File: config.mk
export PLATFORM = sky130hd
export DESIGN_NAME = stmr_timer
export DESIGN_NICKNAME = d
export VERILOG_FILES = /design/src/hw/stmr_pkg.sv /design/src/hw/stmr_compare.sv /design/src/hw/stmr_timer.sv
export SDC_FILE = /design/constraint.sdc
export NUM_CORES = 1
export LEC_CHECK = 0
export BUFFER_PORTS_ARGS = -buffer_cell sky130_fd_sc_hd__buf_2
export CAP_MARGIN = 20
export CORE_MARGIN = 4
export CORE_UTILIZATION = 46
export DETAILED_ROUTE_END_ITERATION = 16
export GPL_ROUTABILITY_DRIVEN = 1
export SLEW_MARGIN = 20
export SYNTH_ARGS = -nofsm -noshare
export SYNTH_HDL_FRONTEND = slang
export SYNTH_SLANG_ARGS = --single-unit
File: constraint.sdc
create_clock -name clk -period 3.1 [get_ports clk]
set_input_delay 0.62 -clock clk [delete_from_list [all_inputs] [get_ports clk]]
set_output_delay 0.62 -clock clk [all_outputs]
set_load 0.005 [all_outputs]
File: src/hw/stmr_pkg.sv
// package for the standard timer: register map, field layout, modes
package stmr_pkg;
  localparam int STMR_AW = 4;
  // register offsets (word index on the plain port)
  localparam logic [3:0] STMR_OFS_CTRL0 = 4'h0;
  localparam logic [3:0] STMR_OFS_CTRL1 = 4'h1;
  localparam logic [3:0] STMR_OFS_CNT_LO = 4'h2;
  localparam logic [3:0] STMR_OFS_CNT_HI = 4'h3;
  localparam logic [3:0] STMR_OFS_CMPA_LO = 4'h4;
  localparam logic [3:0] STMR_OFS_CMPA_HI = 4'h5;
  localparam logic [3:0] STMR_OFS_PERIOD = 4'h6;
  localparam logic [3:0] STMR_OFS_FLAGS = 4'h7;
  // control 0 field positions
  localparam int STMR_C0_PAUSE = 7;
  localparam int STMR_C0_ENABLE = 3;
  // control 1 field positions
  localparam int STMR_C1_MODE_HI = 7;
  localparam int STMR_C1_MODE_LO = 6;
  localparam int STMR_C1_OF_HI = 5;
  localparam int STMR_C1_OF_LO = 4;
  localparam int STMR_C1_INIT = 3;
  localparam int STMR_C1_INV = 2;
  localparam int STMR_C1_SWAP = 1;
  localparam int STMR_C1_CLRSEL = 0;
  // flag register field positions
  localparam int STMR_FL_A = 0;
  localparam int STMR_FL_P = 1;
  // reset values and the 65536 full period length
  localparam logic [7:0] STMR_RST_BYTE = 8'h00;
  localparam logic [15:0] STMR_RST_CNT = 16'h0000;
  localparam logic [16:0] STMR_FULL_PERIOD = 17'h10000;
  typedef enum logic [1:0] {
    STMR_MODE_CMP = 2'b00,
    STMR_MODE_CAP = 2'b01,
    STMR_MODE_PWM = 2'b10,
    STMR_MODE_TMR = 2'b11
  } stmr_mode_e;
  typedef enum logic [1:0] {
    STMR_OF_00 = 2'b00,
    STMR_OF_01 = 2'b01,
    STMR_OF_10 = 2'b10,
    STMR_OF_11 = 2'b11
  } stmr_of_e;
  // decoded control fields
  typedef struct packed {
    stmr_mode_e mode;
    stmr_of_e out_fn;
    logic init_level;
    logic invert;
    logic swap;
    logic clr_sel;
  } stmr_ctrl_s;
  // match events from the comparator
  typedef struct packed {
    logic match_a;
    logic match_p;
    logic overflow;
  } stmr_match_s;
endpackage

File: src/hw/stmr_compare.sv
// comparators of the standard timer: full compare-a and coarse compare-p
`timescale 1ns/1ps
`default_nettype none
module stmr_compare
  import stmr_pkg::*;
#(
  parameter int CW = 16
) (
  input wire logic [CW-1:0] count,
  input wire logic [CW-1:0] cmp_a,
  input wire logic [7:0] cmp_p,
  input wire logic running,
  output stmr_match_s match
);
  // all counter bits against the full value, only while counting
  assign match.match_a = running && (count == cmp_a); // [RQ22]
  // coarse value meets the upper byte one clock before it rolls over, so the
  // period comes out as value times 256; zero is left to the overflow path
  assign match.match_p = running && (cmp_p != 8'h00) &&
    (count[CW-1:CW-8] == cmp_p - 8'h01) && (count[CW-9:0] == '1); // [RQ1]
  assign match.overflow = running && (count == '1); // [RQ2]
endmodule
`default_nettype wire

File: src/hw/stmr_timer.sv
// standard timer top: registers, counter, flags and output pin
// Overview of operation
// RQ1: compare-p checks counter bits 15..8; period 256 times value, 65536 when zero.
// RQ2: compare-p zero lets the counter overflow; overflow is the clear event.
// RQ3: compare-a high byte is read/write, resets to zero, joins low byte.
// RQ4: mode 00 compare output, 11 timer/counter, 10 with function 10 pwm.
// RQ5: compare mode, clear-select low: clear on p match or overflow, both flags.
// RQ6: compare mode, clear-select high: clear on a match, only the a flag.
// RQ7: software never sets compare-a to zero in compare output mode.
// RQ8: compare mode pin changes only on a compare-a match, never on p.
// RQ9: enable rise loads initial level; function zero makes no pin change.
// RQ10: on a match: 00 no change, 01 low, 10 high, 11 toggle.
// RQ11: enable rise clears counter; enable fall stops and keeps the count.
// RQ12: timer/counter mode counts and flags like compare mode, pin unused.
// RQ13: pwm ignores clear-select; swap bit picks period and duty source.
// RQ14: pwm raises each flag on each of its own matches.
// RQ15: pwm uses initial level as polarity, function as enable, invert flips.
// RQ16: pwm function 00 inactive, 01 active, 10 waveform, 11 single pulse; the code drives 11 inactive instead.
// RQ17: swap zero: period compare-p times 256 or 65536, duty compare-a.
// RQ18: duty at or above the period gives full duty.
// RQ19: swap one: period from compare-a, duty compare-p times 256, zero 65536.
// RQ20: forced levels 00 or 01 keep the pwm counting and comparing.
// RQ21: pwm active from clear until duty match, then inactive until clear.
// RQ22: compare-a uses all 16 bits, matches only while enabled and running.
//
// Local design decisions: the address-and-strobe port and the placing of the registers.
`timescale 1ns/1ps
`default_nettype none
module stmr_timer
  import stmr_pkg::*;
#(
  parameter int CW = 16
) (
  input wire logic clk,
  input wire logic rst_b,
  input wire logic [STMR_AW-1:0] addr,
  input wire logic [7:0] wdata,
  input wire logic wr_en,
  input wire logic rd_en,
  input wire logic timer_tick,
  output logic [7:0] rdata,
  output logic timer_output_pin,
  output logic timer_output_pin_oe_b,
  output logic compare_a_flag,
  output logic compare_p_flag
);
  logic [7:0] ctrl0_ff;
  logic [7:0] ctrl1_ff;
  logic [7:0] cmpa_lo_ff;
  logic [7:0] compare_a_high_byte_ff;
  logic [7:0] period_compare_coarse_ff;
  logic [CW-1:0] count_ff;
  logic enable_d_ff;
  logic tick_s1_ff;
  logic tick_s2_ff;
  logic tick_d_ff;
  logic flag_a_ff;
  logic flag_p_ff;
  logic pin_ff;
  logic pwm_ff;
  logic counter_enable;
  logic paused;
  logic tick;
  logic running;
  logic enable_rise;
  logic do_clear;
  logic wr_flags;
  logic [CW-1:0] compare_a_value;
  logic [CW:0] period_len;
  logic [CW:0] duty_len;
  logic full_duty;
  logic duty_hit;
  logic nxt_pin;
  logic nxt_out;
  stmr_ctrl_s ctrl;
  stmr_match_s match;
  logic [7:0] nxt_rdata;

  assign counter_enable = ctrl0_ff[STMR_C0_ENABLE];
  assign paused = ctrl0_ff[STMR_C0_PAUSE];
  assign ctrl.mode = stmr_mode_e'(ctrl1_ff[STMR_C1_MODE_HI:STMR_C1_MODE_LO]); // [RQ4]
  assign ctrl.out_fn = stmr_of_e'(ctrl1_ff[STMR_C1_OF_HI:STMR_C1_OF_LO]);
  assign ctrl.init_level = ctrl1_ff[STMR_C1_INIT];
  assign ctrl.invert = ctrl1_ff[STMR_C1_INV];
  assign ctrl.swap = ctrl1_ff[STMR_C1_SWAP];
  assign ctrl.clr_sel = ctrl1_ff[STMR_C1_CLRSEL];
  // compare-a is the two bytes side by side
  assign compare_a_value = {compare_a_high_byte_ff, cmpa_lo_ff}; // [RQ3]
  assign enable_rise = counter_enable && !enable_d_ff;
  // the timer clock comes from outside, so only a synchronised edge counts
  assign tick = tick_s2_ff && !tick_d_ff;
  assign running = counter_enable && !paused && tick;
  assign wr_flags = wr_en && (addr == STMR_OFS_FLAGS);

  stmr_compare #(
    .CW(CW)
  ) u_cmp (
    .count(count_ff),
    .cmp_a(compare_a_value),
    .cmp_p(period_compare_coarse_ff),
    .running(running),
    .match(match)
  );

  // clear source: pwm follows the swap bit, other modes the clear-select bit
  always_comb begin
    if (ctrl.mode == STMR_MODE_PWM) begin
      do_clear = ctrl.swap ? match.match_a : (match.match_p || match.overflow); // [RQ13]
    end else if (ctrl.clr_sel) begin
      do_clear = match.match_a; // [RQ6]
    end else begin
      do_clear = match.match_p || match.overflow; // [RQ5] [RQ2]
    end
  end

  // external timer clock passes two flops before any edge detect
  always_ff @(posedge clk) begin
    if (!rst_b) begin
      tick_s1_ff <= 1'b0;
      tick_s2_ff <= 1'b0;
      tick_d_ff <= 1'b0;
    end else begin
      tick_s1_ff <= timer_tick;
      tick_s2_ff <= tick_s1_ff;
      tick_d_ff <= tick_s2_ff;
    end
  end

  // software registers; mode bits should only change with the timer off
  always_ff @(posedge clk) begin
    if (!rst_b) begin
      ctrl0_ff <= STMR_RST_BYTE;
      ctrl1_ff <= STMR_RST_BYTE;
      cmpa_lo_ff <= STMR_RST_BYTE;
      compare_a_high_byte_ff <= STMR_RST_BYTE;
      period_compare_coarse_ff <= STMR_RST_BYTE;
    end else if (wr_en) begin
      unique case (addr)
        STMR_OFS_CTRL0: ctrl0_ff <= wdata & 8'hF8;
        STMR_OFS_CTRL1: ctrl1_ff <= wdata;
        STMR_OFS_CMPA_LO: cmpa_lo_ff <= wdata;
        STMR_OFS_CMPA_HI: compare_a_high_byte_ff <= wdata; // [RQ3]
        STMR_OFS_PERIOD: period_compare_coarse_ff <= wdata; // [RQ1]
        default: ;
      endcase
    end
  end

  // counter: enable rise restarts from zero, fall just freezes the value
  always_ff @(posedge clk) begin
    if (!rst_b) begin
      count_ff <= STMR_RST_CNT;
      enable_d_ff <= 1'b0;
    end else begin
      enable_d_ff <= counter_enable;
      if (enable_rise) begin
        count_ff <= STMR_RST_CNT; // [RQ11]
      end else if (running) begin
        count_ff <= do_clear ? STMR_RST_CNT : count_ff + 1'b1; // [RQ2]
      end
    end
  end

  // sticky flags; a match in the same cycle as the clear write wins
  always_ff @(posedge clk) begin
    if (!rst_b) begin
      flag_a_ff <= 1'b0;
      flag_p_ff <= 1'b0;
    end else begin
      if (match.match_a) begin
        flag_a_ff <= 1'b1; // [RQ5] [RQ14]
      end else if (wr_flags && wdata[STMR_FL_A]) begin
        flag_a_ff <= 1'b0;
      end
      // p flag is suppressed only when a match clears in a non-pwm mode
      if ((match.match_p || match.overflow) &&
          (ctrl.mode == STMR_MODE_PWM || !ctrl.clr_sel)) begin
        flag_p_ff <= 1'b1; // [RQ6] [RQ14] [RQ12]
      end else if (wr_flags && wdata[STMR_FL_P]) begin
        flag_p_ff <= 1'b0;
      end
    end
  end

  // pwm lengths in timer clocks; a coarse value of zero stands for 65536
  always_comb begin
    logic [CW:0] coarse;
    coarse = (period_compare_coarse_ff == 8'h00) ? STMR_FULL_PERIOD :
      {1'b0, period_compare_coarse_ff, 8'h00};
    if (ctrl.swap) begin
      period_len = {1'b0, compare_a_value} + 1'b1; // [RQ19]
      duty_len = coarse;
    end else begin
      period_len = coarse; // [RQ17]
      duty_len = {1'b0, compare_a_value};
    end
  end
  assign full_duty = duty_len >= period_len; // [RQ18]
  // duty ends when the count reaches the duty length, regardless of source
  assign duty_hit = running && ({1'b0, count_ff} + 1'b1 == duty_len);

  // pwm state runs whatever the function field says
  always_ff @(posedge clk) begin
    if (!rst_b) begin
      pwm_ff <= 1'b0;
    end else if (enable_rise) begin
      pwm_ff <= 1'b1;
    end else if (running) begin
      if (do_clear || full_duty) begin
        pwm_ff <= 1'b1; // [RQ21] [RQ20]
      end else if (duty_hit) begin
        pwm_ff <= 1'b0; // [RQ21]
      end
    end
  end

  // compare mode pin level, loaded at enable rise, then changed only by compare-a matches
  always_comb begin
    nxt_pin = pin_ff;
    if (enable_rise) begin
      nxt_pin = ctrl.init_level; // [RQ9]
    end else if (match.match_a) begin
      unique case (ctrl.out_fn) // [RQ10] [RQ8]
        STMR_OF_00: nxt_pin = pin_ff;
        STMR_OF_01: nxt_pin = 1'b0;
        STMR_OF_10: nxt_pin = 1'b1;
        STMR_OF_11: nxt_pin = !pin_ff;
      endcase
    end
  end

  // pin drive per mode; single pulse is not built and reads inactive
  always_comb begin
    logic act;
    act = ctrl.init_level;
    nxt_out = 1'b0;
    unique case (ctrl.mode)
      STMR_MODE_CMP: nxt_out = nxt_pin ^ ctrl.invert;
      STMR_MODE_PWM: begin
        unique case (ctrl.out_fn) // [RQ16] [RQ15]
          STMR_OF_00: nxt_out = !act;
          STMR_OF_01: nxt_out = act;
          STMR_OF_10: nxt_out = pwm_ff ? act : !act;
          STMR_OF_11: nxt_out = !act;
        endcase
        nxt_out = nxt_out ^ ctrl.invert; // [RQ15]
      end
      STMR_MODE_CAP: nxt_out = 1'b0;
      STMR_MODE_TMR: nxt_out = 1'b0; // [RQ12]
    endcase
  end

  // output flops; the pin is released in timer/counter and capture modes
  always_ff @(posedge clk) begin
    if (!rst_b) begin
      pin_ff <= 1'b0;
      timer_output_pin <= 1'b0;
      timer_output_pin_oe_b <= 1'b1;
    end else begin
      pin_ff <= nxt_pin;
      timer_output_pin <= nxt_out;
      timer_output_pin_oe_b <= !(ctrl.mode == STMR_MODE_CMP ||
        ctrl.mode == STMR_MODE_PWM); // [RQ12]
    end
  end

  // read mux; unmapped addresses read zero
  always_comb begin
    nxt_rdata = 8'h00;
    unique case (addr)
      STMR_OFS_CTRL0: nxt_rdata = ctrl0_ff;
      STMR_OFS_CTRL1: nxt_rdata = ctrl1_ff;
      STMR_OFS_CNT_LO: nxt_rdata = count_ff[7:0];
      STMR_OFS_CNT_HI: nxt_rdata = count_ff[CW-1:CW-8];
      STMR_OFS_CMPA_LO: nxt_rdata = cmpa_lo_ff;
      STMR_OFS_CMPA_HI: nxt_rdata = compare_a_high_byte_ff;
      STMR_OFS_PERIOD: nxt_rdata = period_compare_coarse_ff;
      STMR_OFS_FLAGS: nxt_rdata = {6'h00, flag_p_ff, flag_a_ff};
      default: nxt_rdata = 8'h00;
    endcase
  end

  // read data stands only in the cycle after the strobe
  always_ff @(posedge clk) begin
    if (!rst_b) begin
      rdata <= 8'h00;
      compare_a_flag <= 1'b0;
      compare_p_flag <= 1'b0;
    end else begin
      rdata <= rd_en ? nxt_rdata : 8'h00;
      compare_a_flag <= flag_a_ff;
      compare_p_flag <= flag_p_ff;
    end
  end
endmodule
`default_nettype wire

Word-level counts from Yosys, hierarchy flattened
Cells that the tools add are included.

Multiplexer cells: 23. Reduce and logical (&&, ||, !) cells: 44. Add/subtract/negate cells: 4. Eq/ne operators: 18. Order comparisons: 1. Bitwise gates (word level): 3.

Operator list (number): case mux 8 bit (8 select lines) (1); 2-to-1 mux 17 bit (3); adder 16 x 1 -> 17 bit (second input constant) (2); equality test 17 bit (1); >= comparator 17 bit (1); adder 16 x 1 -> 16 bit (second input constant) (1); equality test 16 bit (1); equality test 16 bit (second input constant) (1); equality test 4 x 3 -> 1 bit (second input constant) (4); 2-to-1 mux 16 bit (1); 2-to-1 mux 1 bit (15); logical AND 1 bit (14); AND reduction 2 bit (7); equality test 2 bit (second input constant) (4); equality test 4 x 2 -> 1 bit (second input constant) (2); equality test 8 bit (1); equality test 8 bit (second input constant) (1); zero test 8 bit (1); nonzero test 8 bit (1); subtractor 8 x 1 -> 8 bit (second input constant) (1); zero test 1 bit (7); case mux 1 bit (3 select lines) (2); nonzero test 2 bit (3); OR reduction 2 bit (3); other kinds (9) (15).

Register bits after elaboration: 73. Input port bits: 17.

Longest topological paths before layout
Gate-level depths: netlist of run 1.

Depth after elaboration: 13. Depth in mapped cells: 15.

Cells and area by module
A second synthesis of run 1 with hierarchy kept.

Cells, all modules: 611. Area total of the unflattened synthesis: 5092.4 um^2.

Modules (own cells, without submodules): stmr_timer (sequential area each 1461.4 um^2, times used 1, area each 4588.2 um^2, cells an instance 541); stmr_compare (sequential area each 0.0 um^2, times used 1, area each 504.2 um^2, cells an instance 70).

Worst setup path after synthesis of run 1
No wires, ideal clock.

Path kind: flip-flop to flip-flop. Start: reg cmpa_lo_ff[0]. End: reg pwm_ff. Cell stages (with the launch flop): 14. Slack: 359 ps. Data arrival time: 2615 ps. Buffers on the path: 0. Setup time: 126 ps. Cell sequence: dfxtp_1 > ha_1 > and2_1 > nand3_1 > or3_1 > a21oi_1 > a21oi_1 > ha_1 > a21oi_1 > nor2b_1 > o21ai_0 > o211ai_1 > o311ai_1 > nand3_1.

Longest elaborated chain between the ends: 8. Elaborated cells between the ends (all ways): 17. Those cells by class: add/sub: 1; order compare: 1; eq/ne: 2; mux: 8; reduce/logical: 5.

RTL lines: start: declaration (RTL line stmr_timer.sv:49) `logic [7:0] cmpa_lo_ff;`; start signal: assignment (RTL line stmr_timer.sv:141) `STMR_OFS_CMPA_LO: cmpa_lo_ff <= wdata;`; branches (longest 8 deep; another with adder 16 x 1 -> 17 bit); end signal: assignment (RTL line stmr_timer.sv:205) `pwm_ff <= 1'b0;`; end signal: assignment (RTL line stmr_timer.sv:207) `pwm_ff <= 1'b1;`; end signal: assignment (RTL line stmr_timer.sv:210) `pwm_ff <= 1'b1;`; end: declaration (RTL line stmr_timer.sv:60) `logic pwm_ff;`.

Parallel ways; which one is timed is not known. The select of a mux whose other input is x is not followed. A chain may end at the register's enable or synchronous reset.

Worst setup path after layout of run 1
Start: reg period_compare_coarse_ff[0]. End: reg pwm_ff.

Longest elaborated chain between the ends: 11. Elaborated cells between the ends (all ways): 23. Those cells by class: add/sub: 1; order compare: 1; eq/ne: 2; mux: 9; reduce/logical: 10.

RTL lines: start: declaration (RTL line stmr_timer.sv:51) `logic [7:0] period_compare_coarse_ff;`; start signal: assignment (RTL line stmr_timer.sv:143) `STMR_OFS_PERIOD: period_compare_coarse_ff <= wdata;`; subtractor 8 x 1 -> 8 bit or nonzero test 8 bit (tied branches) (RTL line stmr_compare.sv:20, stmr_compare.sv:19); equality test 8 bit or logical AND 1 bit (tied branches) (RTL line stmr_compare.sv:20, stmr_compare.sv:19); logical AND 1 bit (RTL line stmr_compare.sv:19) `assign match.match_p = running && (cmp_p != 8'h00) &&`; logical AND 1 bit (RTL line stmr_compare.sv:20) `(count[CW-1:CW-8] == cmp_p - 8'h01) && (count[CW-9:0] == '1);`; logical OR 1 bit (RTL line stmr_timer.sv:108, stmr_timer.sv:112); 2-to-1 mux 1 bit (on tied branches) (RTL line stmr_timer.sv:109, stmr_timer.sv:108); 2-to-1 mux 1 bit (RTL line stmr_timer.sv:107) `if (ctrl.mode == STMR_MODE_PWM) begin`; logical OR 1 bit (RTL line stmr_timer.sv:209) `if (do_clear || full_duty) begin`; 2-to-1 mux 1 bit (RTL line stmr_timer.sv:209); 2-to-1 mux 1 bit (RTL line stmr_timer.sv:208) `end else if (running) begin`; 2-to-1 mux 1 bit (RTL line stmr_timer.sv:206) `end else if (enable_rise) begin`.

Several ways; a longest one is shown, not always the timed one. The select of a mux whose other input is x is not followed.

==> results of run 1 <==
==> cell type report <==
| cell class | count | area [sq um] |
|---|---|---|
| Clock buffer | 9 | 225 |
| Clock inverter | 7 | 60.1 |
| Fill cell | 1173 | 5790 |
| Inverter | 18 | 67.6 |
| Multi-Input combinational cell | 533 | 3810 |
| Sequential cell | 73 | 1460 |
| Tap cell | 147 | 184 |
| Timing Repair Buffer | 64 | 410 |
==> state kept, by name, indices dropped and copies added, names as in the netlist <==
name	cells
tick_s2_ff	1
enable_d_ff	1
tick_d_ff	1
pin_ff	1
compare_p_flag	1
count_ff	16
flag_a_ff	1
timer_output_pin_oe_b	1
ctrl0_ff	5
pwm_ff	1
tick_s1_ff	1
timer_output_pin	1
ctrl	8
period_compare_coarse_ff	8
compare_a_flag	1
cmpa_lo_ff	8
rdata	8
compare_a_high_byte_ff	8
flag_p_ff	1
==> stage by stage <==
stage / hold slack [ps] / cells / power [mW] / util, % / worst slack (ps)
6_report: 436 / 851 / 2.15 / 51.8 / 219
3_3_place_gp: 422 / 833 / 1.16 / 49.2 / 247
3_5_place_dp: 420 / 833 / 1.16 / 49.2 / 103
2_1_floorplan: 412 / 684 / 1.10 / - / 359
4_1_cts: 435 / 849 / 2.17 / 51.6 / 82.8
5_1_grt: 449 / 851 / 2.24 / 51.8 / 18.4
==> worst max-delay path: cells and delay by family (launching register included) <==
| kind | cells | cell delay, ps |
|---|---|---|
| AO/OA/AOI/OAI | 5 | 1180 |
| adder cells (fa/ha/maj) | 2 | 660 |
| buffers and inverters | 1 | 140 |
| flip-flops | 1 | 350 |
| AND/OR/NAND/NOR | 2 | 430 |
==> layer usage <==
| layer | track usage (%) | share of wire [%] | wire (microns) |
|---|---|---|---|
| met5 | 0 | 0 | 0 |
| met1 | 35.4 | 46 | 8070 |
| met3 | 4.65 | 7.0 | 1220 |
| met2 | 38.5 | 44 | 7760 |
| met4 | 9.34 | 2.5 | 438 |
==> synth_stat cells (3+ instances only) <==
library cell,n
a211oi_1,3
a21o_1,12
a21oi_1,29
a21oi_2,10
a221oi_1,3
a22oi_1,11
a31o_2,5
a31oi_1,6
a41o_1,3
and2_1,10
and3_1,5
and4_1,3
buf_1,4
buf_2,21
buf_4,4
buf_6,6
clkbuf_1,24
dfxtp_1,73
ha_1,16
inv_1,18
mux2_2,9
mux2i_1,43
nand2_1,40
nand2b_1,5
nand3_1,39
nand3b_1,3
nand4_1,10
nand4b_1,3
nor2_1,43
nor2b_1,47
nor3_1,11
nor3_2,3
nor3b_1,4
nor4_1,6
o21ai_0,26
o22ai_1,3
or3_1,17
xnor2_1,24
xor2_1,24
==> repair_timing <==
action	CTS	global route
buffers inserted	0	2
resized for setup	0	3
setup endpoints to repair	0	1
==> cell families after synthesis <==
group	share of synthesized area, %
buffers and inverters	6.98
and+or+nand+nor	27.6
muxes	9.79
AOI/OAI and AO/OA	17.2
xor gates and xnor gates	9.02
DFF	25.8
adders and majority gates	3.54
==> how the worst min path moves through the flow <==
stage	from	slack, ps	cells past startpoint	endpoint
detailed placement	tick_s1_ff	420	1	tick_s2_ff
global route	tick_s1_ff	450	1	tick_s2_ff
floorplan	tick_s1_ff	410	1	tick_s2_ff
CTS	tick_s1_ff	440	1	tick_s2_ff
global placement	tick_s1_ff	420	1	tick_s2_ff
finish	tick_s1_ff	440	1	tick_s2_ff
==> power groups by stage <==
| stage | Clock, mW | Sequential, mW | Combinational (mW) |
|---|---|---|---|
| detailed placement | 0 | 0.979 | 0.181 |
| floorplan | 0 | 0.974 | 0.125 |
| global route | 1.08 | 0.959 | 0.201 |
| global placement | 0 | 0.979 | 0.178 |
| CTS | 1.03 | 0.958 | 0.182 |
| finish | 1.01 | 0.959 | 0.183 |
==> flow_summary.json, run 1 <==
{
  "io_pins": 29,
  "via_per_inst": 6.11,
  "wirelength_microns": 17500,
  "timing.rr.end": "pwm_ff",
  "grt.total_usage_pct": 25.2,
  "critPathMaxStageDelay_ps": 380,
  "syn-num-nets": 717,
  "stdcell_area_sq_mm": 0.00622,
  "critPathCapture": "pwm_ff",
  "rsz0062_at_grt": "no",
  "r2r_start": "period_compare_coarse_ff[0]",
  "status": "finished, final reports clean",
  "fin_tns_setup_ps": 0,
  "p_int_mw": 1.57,
  "synthCells": 684,
  "grt_max_degree": 52,
  "drtAntennaViolNets": 0,
  "dr.first_iter.drc_count": 501,
  "path_clk_slew_ps": 60,
  "p_sw_share_pct": 26.9,
  "cts_root_buf": "clkbuf_16",
  "period_share_pct": 92.9,
  "yosys_warnings": 0,
  "die_x_microns": 119,
  "core_area_sq_mm": 0.0120,
  "fp.dieArea_sq_mm": 0.0141,
  "cts_hold_buf": 0,
  "yosys_most_used_dff": "dfxtp_1",
  "tightest_slew_ps": 560,
  "clock_latency_ps": 350,
  "nNetsFinal": 732,
  "clockBufferDepth": 2,
  "path_cells": "inv_1 > ha_1 > nand3_1 > a31o_2 > ha_1 > a31o_2 > a21oi_1 > o211ai_1 > o311ai_1 > nand3_1",
  "grt_pass1_vias": 4972,
  "fmax_mhz": 347,
  "post-dp-hpwl_microns": 13300,
  "slew_violations": 0,
  "setup_violations": 0,
  "vias": 5196,
  "clkPwrFrac_pct": 47.0,
  "peakVddDrop_mv": 0.304,
  "powerDensity_mw_per_mm2": 346,
  "final_cell_mix": "dfxtp_1 (72), nor2b_1 (47), nor2_1 (43), mux2i_1 (43), nand2_1 (40)",
  "dr.pass1.iters": 5,
  "routedWlPerCell_microns": 20.6,
  "cts_made_buffers": 9,
  "synth_top_area_share_pct": 25.8,
  "max-cap-violations": 0,
  "grt_overflow_total": 0,
  "synth_edf_count": 0,
  "hold_path_class": "flop to flop",
  "start_util_pct": 47.1,
  "switchingPower_mw": 0.579,
  "synth_seq_area_share_pct": 25.8,
  "drive_gt1_share_pct": 18.0,
  "slew_headroom_pct": 62.6,
  "synth_cell_type_count": 82,
  "syn_avg_cell_area_sq_um": 8.28,
  "comb_power_share_pct": 8.5,
  "power.leakage_nw": 2.55,
  "ys_seq_elements": 73,
  "worst-r2r-cell-count": 10,
  "final_common_cell": "dfxtp_1",
  "remaining_drc_errors": 0,
  "grt_pass1_wl_microns": 27900,
  "n_antenna_cell": 0,
  "placed_area_sq_mm": 0.00591,
  "r2r_slack_ps": 220,
  "crit_slowest_cell": "a31o_2",
  "clock_sinks": 73,
  "finalCriticalPeriod_ps": 2880,
  "area_growth_pct": 9.88,
  "critPathMaxFanout": 8,
  "routabilityCongestion": 0.963,
  "h-tree-depth": 3,
  "path_class": "flop to flop",
  "netlist_top_cells_area": "dfxtp_1 (26%), mux2i_1 (7.6%), nor2b_1 (5.2%)",
  "synthArstFlopShare_pct": 0,
  "rows": 40,
  "synth_area_leader_cell": "dfxtp_1",
  "fp.dieH_microns": 119,
  "endpoint_kind": "flop",
  "grt_antenna_before_repair": 0,
  "cp-start-kind": "flop",
  "seqPwrFrac_pct": 44.5,
  "synth_area_sq_mm": 0.00566,
  "worstPathRequired_ps": 3340,
  "critPathLaunch": "period_compare_coarse_ff[0]",
  "tritoncts": "done",
  "finalHoldViolCount": 0,
  "worstPathArrival_ps": 3120,
  "io_buffers": 28,
  "skew_ps": 6.92
}
Note: power is estimated with default switching activity, not from simulation.
==> inputs of run 2 (changes only) <==
CORE_MARGIN = not set   (was 4)
CORE_UTILIZATION = 51   (was 46)
PLACE_DENSITY_LB_ADDON = 0.25   (was not set)
==> flow_summary.json, run 2 (synthesis gave the netlist of run 1 again) <==
{
  "status": "finished, final reports clean",
  "dr.pass1.iters": 5,
  "die_x_microns": 107,
  "remaining_drc_errors": 0,
  "cts_root_buf": "clkbuf_8",
  "cts_made_buffers": 9,
  "slew_headroom_pct": 56.2,
  "tritoncts": "done",
  "area_growth_pct": 8.35,
  "grt_pass1_vias": 4805,
  "worstPathArrival_ps": 3200,
  "path_clk_slew_ps": 90,
  "io_buffers": 28,
  "routedWlPerCell_microns": 20.9,
  "power.leakage_nw": 2.52,
  "peakVddDrop_mv": 0.322,
  "setup_violations": 0,
  "path_class": "flop to flop",
  "start_util_pct": 52.2,
  "comb_power_share_pct": 9.5,
  "critPathMaxStageDelay_ps": 390,
  "cts_hold_buf": 0,
  "skew_ps": 9.52,
  "drtAntennaViolNets": 0,
  "fmax_mhz": 341,
  "powerDensity_mw_per_mm2": 320,
  "worstPathRequired_ps": 3370,
  "rows": 38,
  "core_area_sq_mm": 0.0108,
  "critPathMaxFanout": 8,
  "p_sw_share_pct": 28.3,
  "vias": 5205,
  "via_per_inst": 6.17,
  "switchingPower_mw": 0.556,
  "wirelength_microns": 17600,
  "cp-start-kind": "flop",
  "dr.first_iter.drc_count": 423,
  "grt.total_usage_pct": 31.6,
  "grt_overflow_total": 0,
  "grt_pass1_wl_microns": 27000,
  "h-tree-depth": 3,
  "final_common_cell": "dfxtp_1",
  "n_antenna_cell": 0,
  "finalCriticalPeriod_ps": 2930,
  "clock_latency_ps": 380,
  "post-dp-hpwl_microns": 13200,
  "finalHoldViolCount": 0,
  "totalPowerFinal_mw": 1.96,
  "endpoint_kind": "flop",
  "p_int_mw": 1.41,
  "clock_sinks": 73,
  "clkPwrFrac_pct": 41.7,
  "grt_antenna_before_repair": 0,
  "slew_violations": 0,
  "largest_register_ffs": 16,
  "period_share_pct": 94.5,
  "io_pins": 29,
  "fin_tns_setup_ps": 0,
  "seqPwrFrac_pct": 48.8,
  "rsz0062_at_grt": "no",
  "hold_path_class": "flop to flop",
  "fp.dieH_microns": 107,
  "path_cells": "inv_1 > ha_1 > nand3_1 > a31o_2 > ha_1 > a31o_2 > a21oi_1 > o211ai_1 > o311ai_1 > nand3_1",
  "tightest_slew_ps": 657,
  "grt_max_degree": 50,
  "routabilityCongestion": 0.968,
  "nNetsFinal": 731,
  "drive_gt1_share_pct": 17.6,
  "fp.dieArea_sq_mm": 0.0115,
  "final_cell_mix": "dfxtp_1 (73), nor2b_1 (47), nor2_1 (43), mux2i_1 (43), nand2_1 (40)",
  "max-cap-violations": 0,
  "clockBufferDepth": 2,
  "crit_slowest_cell": "a31o_2",
  "top_register": "count_ff"
}
==> run 2: cell types whose count changed in the layout (fill, tap and decap cells not counted) <==
cell / before / now
clkbuf_16: 9 / 0
clkbuf_8: 0 / 9
a31o_2: 5 / 4
a31o_4: 0 / 1
and2_1: 9 / 10
and2_2: 1 / 0
buf_4: 36 / 35
bufinv_16: 0 / 1
clkinvlp_4: 3 / 2
dfxtp_1: 72 / 73
dfxtp_2: 1 / 0
inv_6: 3 / 2
inv_8: 1 / 2
==> run 2: metrics by stage <==
stage / instance area (sq um) / utilization [%] / setup WS [ps] / cells / hold slack (ps)
floorplan: 5660 / - / 359 / 684 / 412
global placement: 5910 / 54.5 / 155 / 827 / 415
detailed placement: 5910 / 54.5 / 108 / 827 / 422
CTS: 6120 / 56.5 / 69.8 / 843 / 444
global route: 6130 / 56.6 / 2.03 / 843 / 446
finish: 6130 / 56.6 / 171 / 843 / 439
==> run 2: power by group through the flow <==
| stage | logic (mW) | clock network, mW | registers [mW] |
|---|---|---|---|
| 4_1_cts | 0.183 | 0.827 | 0.958 |
| 3_5_place_dp | 0.182 | 0 | 0.980 |
| 6_report | 0.187 | 0.819 | 0.958 |
| 5_1_grt | 0.201 | 0.872 | 0.960 |
| 3_3_place_gp | 0.180 | 0 | 0.979 |
| 2_1_floorplan | 0.125 | 0 | 0.974 |
==> run 2: critical path: cells and delay by family, from the launching register on <==
family                   cells  cell delay (ps)
AO/OA/AOI/OAI                5             1160
adder cells (fa/ha/maj)      2              670
buffers and inverters        1              170
flip-flops                   1              360
AND/OR/NAND/NOR              2              450
==> run 2: final cells by class <==
cell class                 instances  area (sq um)
sequential                        73          1460
timing repair buffer              63           403
inverter                          18          67.6
fill                            1004          4710
clock inverter                     7          85.1
multi-input combinational        533          3820
tap                              140           175
clock buffer                       9           124
==> run 2: final timing paths <==
check | start | end | slack [ps] | depth (start not counted)
max reg2reg | period_compare_coarse_ff[0] | pwm_ff | 170 | 10
max | period_compare_coarse_ff[0] | pwm_ff | 170 | 10
min reg2reg | tick_s1_ff | tick_s2_ff | 440 | 1
min | tick_s1_ff | tick_s2_ff | 440 | 1
==> run 2: timing repair <==
action	in CTS	in global routing
endpoints found under the setup margin	0	7
setup buffers	0	0
resized for setup	0	2
==> run 2: metal layers <==
| layer | wire length [microns] | global-route usage, % | part of all wire, % | vias up |
|---|---|---|---|---|
| li1 | - | - | - | 2468 |
| met1 | 8070 | 43.5 | 46 | 2463 |
| met2 | 7620 | 47.0 | 43 | 231 |
| met3 | 1400 | 8.23 | 7.9 | 43 |
| met4 | 558 | 12.4 | 3.2 | 0 |
| met5 | 0 | 0 | 0 | - |
==> inputs of run 3 (changes only) <==
==> constraint.sdc (replaced) <==
create_clock -name clk -period 3.1 [get_ports clk]
set_input_delay 0.31 -clock clk [delete_from_list [all_inputs] [get_ports clk]]
set_output_delay 0.31 -clock clk [all_outputs]
set_load 0.005 [all_outputs]
==> flow_summary.json, run 3 (synthesis gave the netlist of run 1 again) <==
{
  "fp.dieArea_sq_mm": 0.0115,
  "via_per_inst": 6.27,
  "io_pins": 29,
  "status": "finished, final reports clean",
  "totalPowerFinal_mw": 1.90,
  "finalCriticalPeriod_ps": 2870,
  "post-dp-hpwl_microns": 13500,
  "fin_tns_setup_ps": 0,
  "core_area_sq_mm": 0.0108,
  "setup_violations": 0,
  "period_share_pct": 92.6,
  "powerDensity_mw_per_mm2": 308,
  "fill_cells": 1000,
  "grt_pass1_vias": 4869,
  "drive_gt1_share_pct": 18.7,
  "hold_path_class": "input pin to flop",
  "grt_max_degree": 51,
  "grt_pass1_wl_microns": 27900,
  "final_common_cell": "dfxtp_1",
  "grt.total_usage_pct": 32.9,
  "peakVddDrop_mv": 0.291,
  "drtAntennaViolNets": 0,
  "endpoint_kind": "flop",
  "remaining_drc_errors": 0,
  "grt_antenna_before_repair": 0,
  "io_buffers": 28,
  "comb_power_share_pct": 10.2,
  "wirelength_microns": 18300,
  "dr.pass1.iters": 5,
  "finalHoldViolCount": 0,
  "rsz0062_at_grt": "no",
  "area_growth_pct": 8.62,
  "slew_headroom_pct": 36.9,
  "clockBufferDepth": 2,
  "path_clk_slew_ps": 100,
  "vias": 5301,
  "clock_latency_ps": 390,
  "critPathMaxFanout": 8,
  "dr.first_iter.drc_count": 585,
  "routedWlPerCell_microns": 21.6,
  "fp.dieH_microns": 107,
  "p_int_mw": 1.33,
  "p_sw_share_pct": 30.1,
  "grt_overflow_total": 0,
  "start_util_pct": 52.2,
  "cts_root_buf": "clkbuf_8",
  "seqPwrFrac_pct": 50.4,
  "worstPathArrival_ps": 3160,
  "largest_register_ffs": 16,
  "tightest_slew_ps": 942,
  "rows": 38,
  "slew_violations": 0,
  "nNetsFinal": 734,
  "path_class": "flop to flop",
  "fmax_mhz": 348,
  "max-cap-violations": 0,
  "tritoncts": "done",
  "clock_sinks": 73,
  "top_register": "count_ff",
  "cts_made_buffers": 9,
  "n_antenna_cell": 0,
  "switchingPower_mw": 0.571,
  "routabilityCongestion": 1.02,
  "clkPwrFrac_pct": 39.4,
  "final_cell_mix": "dfxtp_1 (72), nor2b_1 (47), mux2i_1 (43), nor2_1 (42), nand2_1 (40)",
  "die_x_microns": 107,
  "skew_ps": 18.3,
  "cp-start-kind": "flop",
  "worstPathRequired_ps": 3380,
  "h-tree-depth": 3,
  "power.leakage_nw": 2.53
}
==> run 3: routing by layer <==
| layer | global-route usage (%) | vias to the layer above | share of wire [%] |
|---|---|---|---|
| li1 | - | 2484 | - |
| met1 | 45.6 | 2501 | 44 |
| met2 | 48.7 | 278 | 43 |
| met3 | 6.66 | 38 | 9.8 |
| met4 | 15.0 | 0 | 3.3 |
| met5 | 0 | - | 0 |
==> run 3: final timing paths <==
path                               start         end  slack (ps)  depth (start not counted)
min                           timer_tick  tick_s1_ff         130                          2
max          period_compare_coarse_ff[6]      pwm_ff         230                          9
min reg2reg                   tick_s1_ff  tick_s2_ff         450                          1
max reg2reg  period_compare_coarse_ff[6]      pwm_ff         230                          9
==> run 3: worst max-delay path, stage by stage (launching register included) <==
cell and delay, ps:
dfxtp_1 330, nor3_1 540, nand3_2 310, a31o_2 350
ha_1 320, a31o_2 240, a21oi_1 150, o211ai_1 100
o311ai_1 330, nand3_1 120
==> run 3: power groups by stage <==
stage          Combinational (mW)  Sequential, mW  Clock [mW]
6_report                    0.193           0.957       0.747
5_1_grt                     0.207           0.958       0.791
4_1_cts                     0.187           0.957       0.759
3_5_place_dp                0.186           0.979           0
3_3_place_gp                0.184           0.978           0
2_1_floorplan               0.125           0.974           0
==> run 3: metrics by stage <==
| stage | std cells | setup WS (ps) | instance area [sq um] | util (%) | hold WS (ps) |
|---|---|---|---|---|---|
| floorplan | 684 | 359 | 5660 | - | 412 |
| global placement | 828 | 94.5 | 5920 | 54.6 | 416 |
| detailed placement | 828 | 76.6 | 5920 | 54.6 | 442 |
| CTS | 844 | 58.6 | 6100 | 56.3 | 123 |
| global route | 846 | 38.9 | 6150 | 56.7 | 148 |
| finish | 846 | 228 | 6150 | 56.7 | 134 |
==> run 3: timing repair <==
item,4_1_cts,5_1_grt
hold buffers,0,0
buffers inserted,0,2
endpoints found under the setup margin,0,10
resized for setup,0,7
==> run 3: cell type report <==
type | count | area (sq um) | share of cell area (%)
clock buffer | 9 | 124 | 2.01
clock inverter | 7 | 61.3 | 0.997
inverter | 18 | 67.6 | 1.10
multi-input combinational | 533 | 3830 | 62.3
sequential | 73 | 1460 | 23.8
tap | 140 | 175 | 2.85
timing repair buffer | 66 | 425 | 6.92
